`config.mk`:
```
export PLATFORM = sky130hd
export DESIGN_NAME = tritmr_top
export DESIGN_NICKNAME = d
export VERILOG_FILES = /design/src/logic/tritmr_pkg.sv /design/src/logic/tritmr_top.sv
export VERILOG_INCLUDE_DIRS = /design/src /design/src/logic
export SDC_FILE = /design/constraint.sdc
export NUM_CORES = 1
export LEC_CHECK = 0
export BUFFER_PORTS_ARGS = -buffer_cell sky130_fd_sc_hd__buf_2
export CORE_ASPECT_RATIO = 0.8
export CORE_MARGIN = 5
export CORE_UTILIZATION = 67
export CTS_CLUSTER_DIAMETER = 150
export DETAILED_ROUTE_END_ITERATION = 6
export PLACE_DENSITY = 0.87
export SYNTH_ARGS = -nofsm -noshare
export SYNTH_HDL_FRONTEND = slang
export SYNTH_SLANG_ARGS = --single-unit
```
`constraint.sdc`:
```
create_clock -name clk_sys -period 6.8 [get_ports clk_sys]
set_clock_uncertainty 0.1 [all_clocks]
set_input_delay 1.02 -clock clk_sys [delete_from_list [all_inputs] [get_ports clk_sys]]
set_output_delay 1.02 -clock clk_sys [all_outputs]
set_load 0.01 [all_outputs]
```
`src/logic/tritmr_defines.svh`:
```
// Register offsets, field positions and reset values of the triple timer
`ifndef TRITMR_DEFINES_SVH
`define TRITMR_DEFINES_SVH
`define TRITMR_NUM_TIMERS 3
`define TRITMR_CNT_W 24
`define TRITMR_CSR_STRIDE 32'h0000_0010
`define TRITMR_OFS_CSR 32'h0000_0000
`define TRITMR_OFS_LIMIT 32'h0000_0004
`define TRITMR_OFS_COUNT 32'h0000_0008
`define TRITMR_OFS_IRQ_STAT 32'h0000_0030
`define TRITMR_OFS_IRQ_MASK 32'h0000_0034
`define TRITMR_OFS_PWR 32'h0000_0038
`define TRITMR_CSR_EN_BIT 0
`define TRITMR_CSR_MODE_LSB 1
`define TRITMR_CSR_MODE_MSB 3
`define TRITMR_CSR_GPDIR_BIT 4
`define TRITMR_CSR_GPOUT_BIT 5
`define TRITMR_CSR_EXTSRC_BIT 6
`define TRITMR_CSR_PININ_BIT 8
`define TRITMR_CSR_PINOE_BIT 9
`define TRITMR_CSR_DONE_BIT 10
`define TRITMR_PWR_STOP_BIT 0
`define TRITMR_PWR_WAIT_BIT 1
`define TRITMR_LIMIT_RST 24'hFF_FFFF
`endif

```
`src/logic/tritmr_pkg.sv`:
```
// Types shared by the triple timer
package tritmr_pkg;
  typedef enum logic [2:0] {
    TRITMR_GPIO = 3'b000,
    TRITMR_TIMER = 3'b001,
    TRITMR_WATCHDOG = 3'b010,
    TRITMR_PWM = 3'b011,
    TRITMR_EVENT = 3'b100,
    TRITMR_MEASURE = 3'b101
  } tritmr_mode_t;

  typedef struct packed {
    logic enable;
    tritmr_mode_t mode;
    logic gpDir;
    logic gpOut;
    logic extSrc;
    logic [23:0] limit;
    logic [23:0] count;
    logic done;
    logic pinOut;
    logic pinOe;
    logic [2:0] pinSync;
    logic pinLevel;
  } tritmr_chan_t;

  typedef struct packed {
    tritmr_chan_t [2:0] chan;
    logic [2:0] irqStat;
    logic [2:0] irqMask;
    logic stopReq;
    logic waitReq;
    logic [31:0] prdata;
  } tritmr_state_t;
endpackage

```
`src/logic/tritmr_top.sv`:
```
// Three independent timer/counters with pin control behind an APB slave
`timescale 1ns/100ps
`default_nettype none
`include "tritmr_defines.svh"

// Summary of operation
// Three identical timers run independently, each with its own pin and control/status word.
// Each timer counts either system clocks or synchronised rising edges on its own pin.
// A timer that reaches its limit sets a sticky interrupt bit that drives the interrupt line.
// At the limit the pin toggles in timer mode and is set high in watchdog mode; in pulse mode it is high while the count is below half the limit.
// Event counter and measurement modes leave the pin as an input.
// Watchdog, timer and pulse-modulation modes drive the pin from the timer.
// After reset each pin is an undriven general-purpose input and is ignored during reset.
// Software control bits select general-purpose output or hand the pin to the timer.
// In Stop a pin last used as input is ignored.
// In Stop a pin last used as output keeps its level through a keeper with driver off.
// Each timer holds a loadable limit and flags the count reaching it.
// The Wait state leaves pin configuration and level unchanged.
module tritmr_top #(
  parameter int NUM_TIMERS = `TRITMR_NUM_TIMERS,
  parameter int CNT_W = `TRITMR_CNT_W
) (
  // Clock and reset
  input wire logic clk_sys,
  input wire logic rst_b,
  // APB slave
  input wire logic psel,
  input wire logic penable,
  input wire logic pwrite,
  input wire logic [7:0] paddr,
  input wire logic [31:0] pwdata,
  output logic [31:0] prdata,
  output logic pready,
  output logic pslverr,
  // Timer pins
  input wire logic [2:0] timerPinIn,
  output logic [2:0] timerPinOut,
  output logic [2:0] timerPinOe,
  output logic [2:0] timerPinKeep,
  // Interrupt
  output logic timerIrq
);
  import tritmr_pkg::*;

  tritmr_state_t state_r;
  tritmr_state_t state_nxt;
  logic apbAccess;
  logic apbWrite;
  logic apbRead;
  logic [7:0] offs;
  logic [1:0] chIdx;
  logic addrOk;

  assign apbAccess = psel && penable;
  assign apbWrite = apbAccess && pwrite;
  assign apbRead = apbAccess && !pwrite;
  assign chIdx = paddr[5:4];
  assign offs = {4'h0, paddr[3:0]};
  assign pready = 1'b1;

  always_comb begin
    addrOk = 1'b0;
    if (paddr[1:0] == 2'b00) begin
      if (chIdx < 2'(NUM_TIMERS) && offs <= 8'(`TRITMR_OFS_COUNT)) begin
        addrOk = 1'b1;
      end
      if (paddr == 8'(`TRITMR_OFS_IRQ_STAT) || paddr == 8'(`TRITMR_OFS_IRQ_MASK)
          || paddr == 8'(`TRITMR_OFS_PWR)) begin
        addrOk = 1'b1;
      end
    end
  end

  assign pslverr = apbAccess && !addrOk;

  ////////////////////////////////////////////////////////////////////////////
  // Next-state logic
  always_comb begin
    logic [2:0] hit;
    logic edgeSeen;
    logic tick;
    logic timerOwnsPin;
    logic outMode;
    logic [31:0] csrWord;
    state_nxt = state_r;
    hit = 3'b000;
    edgeSeen = 1'b0;
    tick = 1'b0;
    timerOwnsPin = 1'b0;
    outMode = 1'b0;
    csrWord = 32'h0000_0000;

    // Stop and Wait requests from the power controller register
    if (apbWrite && addrOk && paddr == 8'(`TRITMR_OFS_PWR)) begin
      state_nxt.stopReq = pwdata[`TRITMR_PWR_STOP_BIT];
      state_nxt.waitReq = pwdata[`TRITMR_PWR_WAIT_BIT];
    end

    for (int i = 0; i < NUM_TIMERS; i++) begin
      // Pin sampling, ignored while stopped with an input pin
      if (!(state_r.stopReq && !state_r.chan[i].pinOe)) begin
        state_nxt.chan[i].pinSync = {state_r.chan[i].pinSync[1:0], timerPinIn[i]};
        if (state_r.chan[i].pinSync[2] == state_r.chan[i].pinSync[1]) begin
          state_nxt.chan[i].pinLevel = state_r.chan[i].pinSync[2];
        end
      end
      edgeSeen = state_nxt.chan[i].pinLevel && !state_r.chan[i].pinLevel;
      tick = state_r.chan[i].extSrc ? edgeSeen : 1'b1;
      outMode = state_r.chan[i].mode == TRITMR_TIMER || state_r.chan[i].mode == TRITMR_WATCHDOG
                || state_r.chan[i].mode == TRITMR_PWM;
      timerOwnsPin = state_r.chan[i].enable && outMode;

      // Counting, frozen in Stop
      if (state_r.chan[i].enable && state_r.chan[i].mode != TRITMR_GPIO && !state_r.stopReq
          && tick) begin
        if (state_r.chan[i].count == state_r.chan[i].limit) begin
          hit[i] = 1'b1;
          state_nxt.chan[i].done = 1'b1;
          state_nxt.chan[i].count = '0;
        end else begin
          state_nxt.chan[i].count = state_r.chan[i].count + 24'h00_0001;
        end
        if (state_r.chan[i].mode == TRITMR_PWM) begin
          state_nxt.chan[i].pinOut = state_r.chan[i].count < (state_r.chan[i].limit >> 1);
        end
      end

      // Pin drive per mode
      if (state_r.stopReq) begin
        state_nxt.chan[i].pinOe = state_r.chan[i].pinOe;
      end else if (timerOwnsPin) begin
        state_nxt.chan[i].pinOe = 1'b1;
        if (hit[i] && state_r.chan[i].mode == TRITMR_TIMER) begin
          state_nxt.chan[i].pinOut = !state_r.chan[i].pinOut;
        end
        if (hit[i] && state_r.chan[i].mode == TRITMR_WATCHDOG) begin
          state_nxt.chan[i].pinOut = 1'b1;
        end
      end else if (state_r.chan[i].mode == TRITMR_EVENT
                   || state_r.chan[i].mode == TRITMR_MEASURE) begin
        state_nxt.chan[i].pinOe = 1'b0;
      end else begin
        state_nxt.chan[i].pinOe = state_r.chan[i].gpDir;
        state_nxt.chan[i].pinOut = state_r.chan[i].gpOut;
      end

      // Register writes
      if (apbWrite && addrOk && chIdx == 2'(i)) begin
        if (offs == 8'(`TRITMR_OFS_CSR)) begin
          state_nxt.chan[i].enable = pwdata[`TRITMR_CSR_EN_BIT];
          state_nxt.chan[i].mode =
            tritmr_mode_t'(pwdata[`TRITMR_CSR_MODE_MSB:`TRITMR_CSR_MODE_LSB]);
          state_nxt.chan[i].gpDir = pwdata[`TRITMR_CSR_GPDIR_BIT];
          state_nxt.chan[i].gpOut = pwdata[`TRITMR_CSR_GPOUT_BIT];
          state_nxt.chan[i].extSrc = pwdata[`TRITMR_CSR_EXTSRC_BIT];
          if (!pwdata[`TRITMR_CSR_EN_BIT]) begin
            state_nxt.chan[i].count = '0;
          end
          if (pwdata[`TRITMR_CSR_DONE_BIT] && !hit[i]) begin
            state_nxt.chan[i].done = 1'b0;
          end
        end
        if (offs == 8'(`TRITMR_OFS_LIMIT)) begin
          state_nxt.chan[i].limit = pwdata[23:0];
        end
        if (offs == 8'(`TRITMR_OFS_COUNT)) begin
          state_nxt.chan[i].count = pwdata[23:0];
        end
      end
    end

    // Interrupt status: read clears, a new hit wins
    if (apbRead && paddr == 8'(`TRITMR_OFS_IRQ_STAT)) begin
      state_nxt.irqStat = hit;
    end else begin
      state_nxt.irqStat = state_r.irqStat | hit;
    end
    if (apbWrite && paddr == 8'(`TRITMR_OFS_IRQ_MASK)) begin
      state_nxt.irqMask = pwdata[2:0];
    end

    // Read data capture during the access phase
    state_nxt.prdata = 32'h0000_0000;
    if (apbRead && addrOk) begin
      if (paddr == 8'(`TRITMR_OFS_IRQ_STAT)) begin
        state_nxt.prdata = {29'h0, state_r.irqStat};
      end else if (paddr == 8'(`TRITMR_OFS_IRQ_MASK)) begin
        state_nxt.prdata = {29'h0, state_r.irqMask};
      end else if (paddr == 8'(`TRITMR_OFS_PWR)) begin
        state_nxt.prdata = {30'h0, state_r.waitReq, state_r.stopReq};
      end else begin
        for (int i = 0; i < NUM_TIMERS; i++) begin
          if (chIdx == 2'(i)) begin
            csrWord = 32'h0000_0000;
            csrWord[`TRITMR_CSR_EN_BIT] = state_r.chan[i].enable;
            csrWord[`TRITMR_CSR_MODE_MSB:`TRITMR_CSR_MODE_LSB] = state_r.chan[i].mode;
            csrWord[`TRITMR_CSR_GPDIR_BIT] = state_r.chan[i].gpDir;
            csrWord[`TRITMR_CSR_GPOUT_BIT] = state_r.chan[i].gpOut;
            csrWord[`TRITMR_CSR_EXTSRC_BIT] = state_r.chan[i].extSrc;
            csrWord[`TRITMR_CSR_PININ_BIT] = state_r.chan[i].pinLevel;
            csrWord[`TRITMR_CSR_PINOE_BIT] = state_r.chan[i].pinOe;
            csrWord[`TRITMR_CSR_DONE_BIT] = state_r.chan[i].done;
            if (offs == 8'(`TRITMR_OFS_CSR)) begin
              state_nxt.prdata = csrWord;
            end else if (offs == 8'(`TRITMR_OFS_LIMIT)) begin
              state_nxt.prdata = {8'h00, state_r.chan[i].limit};
            end else begin
              state_nxt.prdata = {8'h00, state_r.chan[i].count};
            end
          end
        end
      end
    end
    if (state_r.waitReq) begin
      state_nxt.waitReq = state_nxt.waitReq;
    end
  end

  ////////////////////////////////////////////////////////////////////////////
  // State register
  always_ff @(posedge clk_sys or negedge rst_b) begin
    if (!rst_b) begin
      state_r <= '0;
      for (int i = 0; i < `TRITMR_NUM_TIMERS; i++) begin
        state_r.chan[i].limit <= `TRITMR_LIMIT_RST;
      end
    end else begin
      state_r <= state_nxt;
    end
  end

  ////////////////////////////////////////////////////////////////////////////
  // Outputs
  assign prdata = state_r.prdata;
  assign timerIrq = |(state_r.irqStat & state_r.irqMask);

  for (genvar g = 0; g < 3; g++) begin : gPin
    assign timerPinOut[g] = state_r.chan[g].pinOut;
    assign timerPinOe[g] = state_r.chan[g].pinOe && !state_r.stopReq;
    assign timerPinKeep[g] = state_r.chan[g].pinOe && state_r.stopReq;
  end
endmodule
`default_nettype wire

```
==> out/qor.yml <==
detailed_routing:
  drt-initial-drc-count: 1714
  wire_per_inst_um: 25.1
  ant_nets: 0
  drc_errors: 0
  routed_wl_um: 46100
  via_per_inst: 6.81
  first_pass_iters: 6
  num_vias: 12490
outcome:
  status: "completed"
pwr:
  power_density_mw_per_mm2: 187
  peakVddDrop_uv: 212
  p_leak_uw: 0.00655
  power_uw: 2810
timing:
  finalCritPeriodShare_pct: 52.9
  min_period_ps: 3600
  rsz0062_at_grt: "no"
  fmax_mhz: 278
  holdWs_ps: 398
  fin_setup_tns_ps: 0
  tightest_slew_ps: 1200
  slew_violations: 0
  fin_ws_ps: 3200
  slew_headroom_pct: 17.9
  setup_viol: 0
  hold_viol_final: 0
synth:
  synth_area_leader_cell: "dfrtp_1"
  synth_ff_type: "dfrtp_1"
  yosysMostFrequentCell: "nand2_1"
  synth_common_cells: "nand2_1 (229), dfrtp_1 (146), o21ai_0 (107)"
  yosysTopAreaCellShare_pct: 25.9
  yosys-top-cells-area: "dfrtp_1 (26%), dfstp_2 (13%), ha_1 (6.1%)"
  synth_edf_count: 0
  synth.distinct_cells: 75
  async_flop_share_pct: 100
  ys_seq_area_share_pct: 39.4
  synthCells: 1544
  synth_area_per_cell_um2: 9.12
  yosysWarnings: 0
  syn-cell-area_mm2: 0.0141
  ys_ff_latch: 218
clock_network:
  cts.sinks: 218
  cts-resized-gates: 0
  insertion_delay_ps: 530
  cts_tree: "done"
  htreeDepth: 1
  hold_buffers: 0
  postCtsSetupBuffers: 0
  cts_root_buf: "clkbuf_16"
  clock_path_buffers: 3
  path_clk_slew_ps: 60
  numCtsBuffers: 23
layout:
  fin_area_mm2: 0.0150
  fillCellCount: 1588
  syn_to_final_growth_pct: 6.87
  final_nets: 1664
  drive_gt1_share_pct: 18.0
  antenna_cells: 0
placement:
  dpl.hpwl_um: 33800
  post_dp_cell_area_mm2: 0.0143
  numPortBuffers: 74
  finalWeightedCongestion: 1.05
  dpl_worst_slack_ps: 2830
setup_path:
  worstPathMaxFanout: 26
  cp-start-kind: "input port"
  rrSetupSlack_ps: 3450
  worstPathArrival_ps: 2480
  crit_path_end_kind: "primary output"
  r2r_end: "timerPinOut[1]"
  ff2ff_path_depth: 8
  reg2reg_from: "state_r[143]"
  crit_type: "in -> out"
  crit_required_ps: 5680
floorplanning:
  fp.dieH_um: 140
  fp.dieW_um: 172
  io_pins: 92
  rows: 47
  die_area_mm2: 0.0240
  core-area_mm2: 0.0207
  start_util_pct: 68.0
grt:
  antenna_found_initial: 0
  grt_use_total_pct: 38.2
  grt_remaining_overflow: 0
  grt_pass1_vias: 11740
  grt_max_degree: 97
  grt_pass1_wl_um: 70200
flow_run:
  maxCapViolations: 0
hold_path:
  hold_path.class: "in -> async"
## layout by cell type, fill, tap and decap left out, types with 16 or more instances in the layout
| cell type | netlist | final |
|---|---|---|
| nor4_1 | 21 | 21 |
| nand3_1 | 39 | 39 |
| o21ai_0 | 107 | 107 |
| ha_1 | 69 | 69 |
| buf_2 | 16 | 73 |
| o22ai_1 | 51 | 51 |
| dfstp_2 | 72 | 72 |
| nor2b_1 | 18 | 18 |
| nor2_1 | 50 | 49 |
| a21oi_1 | 74 | 74 |
| nand4_1 | 46 | 46 |
| clkbuf_16 | 0 | 23 |
| nand2_1 | 229 | 229 |
| dfrtp_1 | 146 | 146 |
| nor3_1 | 25 | 24 |
| inv_1 | 85 | 85 |
| o211ai_1 | 20 | 20 |
| xor2_1 | 75 | 75 |
| and3_1 | 16 | 16 |
| mux2_2 | 56 | 56 |
| xnor2_1 | 66 | 66 |
## kinds of logic (layout without fill, tap and decap cells)
| family | after synthesis | count (layout) | share of synthesized area, % |
|---|---|---|---|
| compound gates | 326 | 326 | 14.2 |
| simple gates | 509 | 509 | 17.8 |
| mux | 79 | 79 | 7.09 |
| xor+xnor | 141 | 141 | 8.77 |
| fa+ha+maj | 69 | 69 | 6.13 |
| other cells | 2 | 9 | 0.0533 |
| flops | 218 | 218 | 39.4 |
| buf+inv | 200 | 213 | 6.62 |
## stage by stage
stage               util [%]  instances
global placement        69.2       1791
floorplan                  -       1551
global route            72.7       1833
detailed placement      69.2       1791
CTS                     72.7       1833
finish                  72.7       1833
## final cells by class
class                           count  area, um^2  area share [%]
Timing Repair Buffer               86         470            3.13
Clock buffer                       37         678            4.51
Tap cell                          269         337            2.24
Inverter                           85         319            2.12
Multi-Input combinational cell   1133        7650            50.8
Sequential cell                   218        5550            36.8
Clock inverter                      5        53.8           0.357
## how the worst max path moves through the flow
stage              from      endpoint  slack [ps]  cells after the start
3_5_place_dp   paddr[2]    prdata[13]        2830                      6
3_3_place_gp   paddr[2]    prdata[13]        2910                      6
6_report       paddr[4]       pslverr        3200                      6
5_1_grt        paddr[2]  state_r[208]        3130                      9
4_1_cts        paddr[4]       pslverr        3260                      6
2_1_floorplan  paddr[4]       pslverr        3910                      5
## per-layer routing
layer  global-route usage (%)  routed length [um]  vias to the layer above
met2                     52.5               18900                      849
met1                     55.6               18200                     6079
li1                         -                   -                     5436
met5                        0                   0                        -
met3                     16.4                7550                      126
met4                     9.88                1490                        0
## sequential cells by signal, indices dropped and copies added, names as in the netlist
signal       count
timerPinOut      3
state_r        191
prdata          24
## report_power, final
part	leakage, uW	switching, uW	total (uW)	internal, uW
Sequential	0.00270	34.2	1360	1330
Combinational	0.00350	144	208	63.6
Clock	0.000360	527	1250	720
Total	0.00655	706	2810	2110
## worst max-delay path, stage by stage
cell	delay [ps]
buf_2	500
nand2_2	200
nor3_4	380
o21ai_2	100
nor2b_1	140
buf_2	140
No activity file was read; power rests on OpenSTA's default activity.
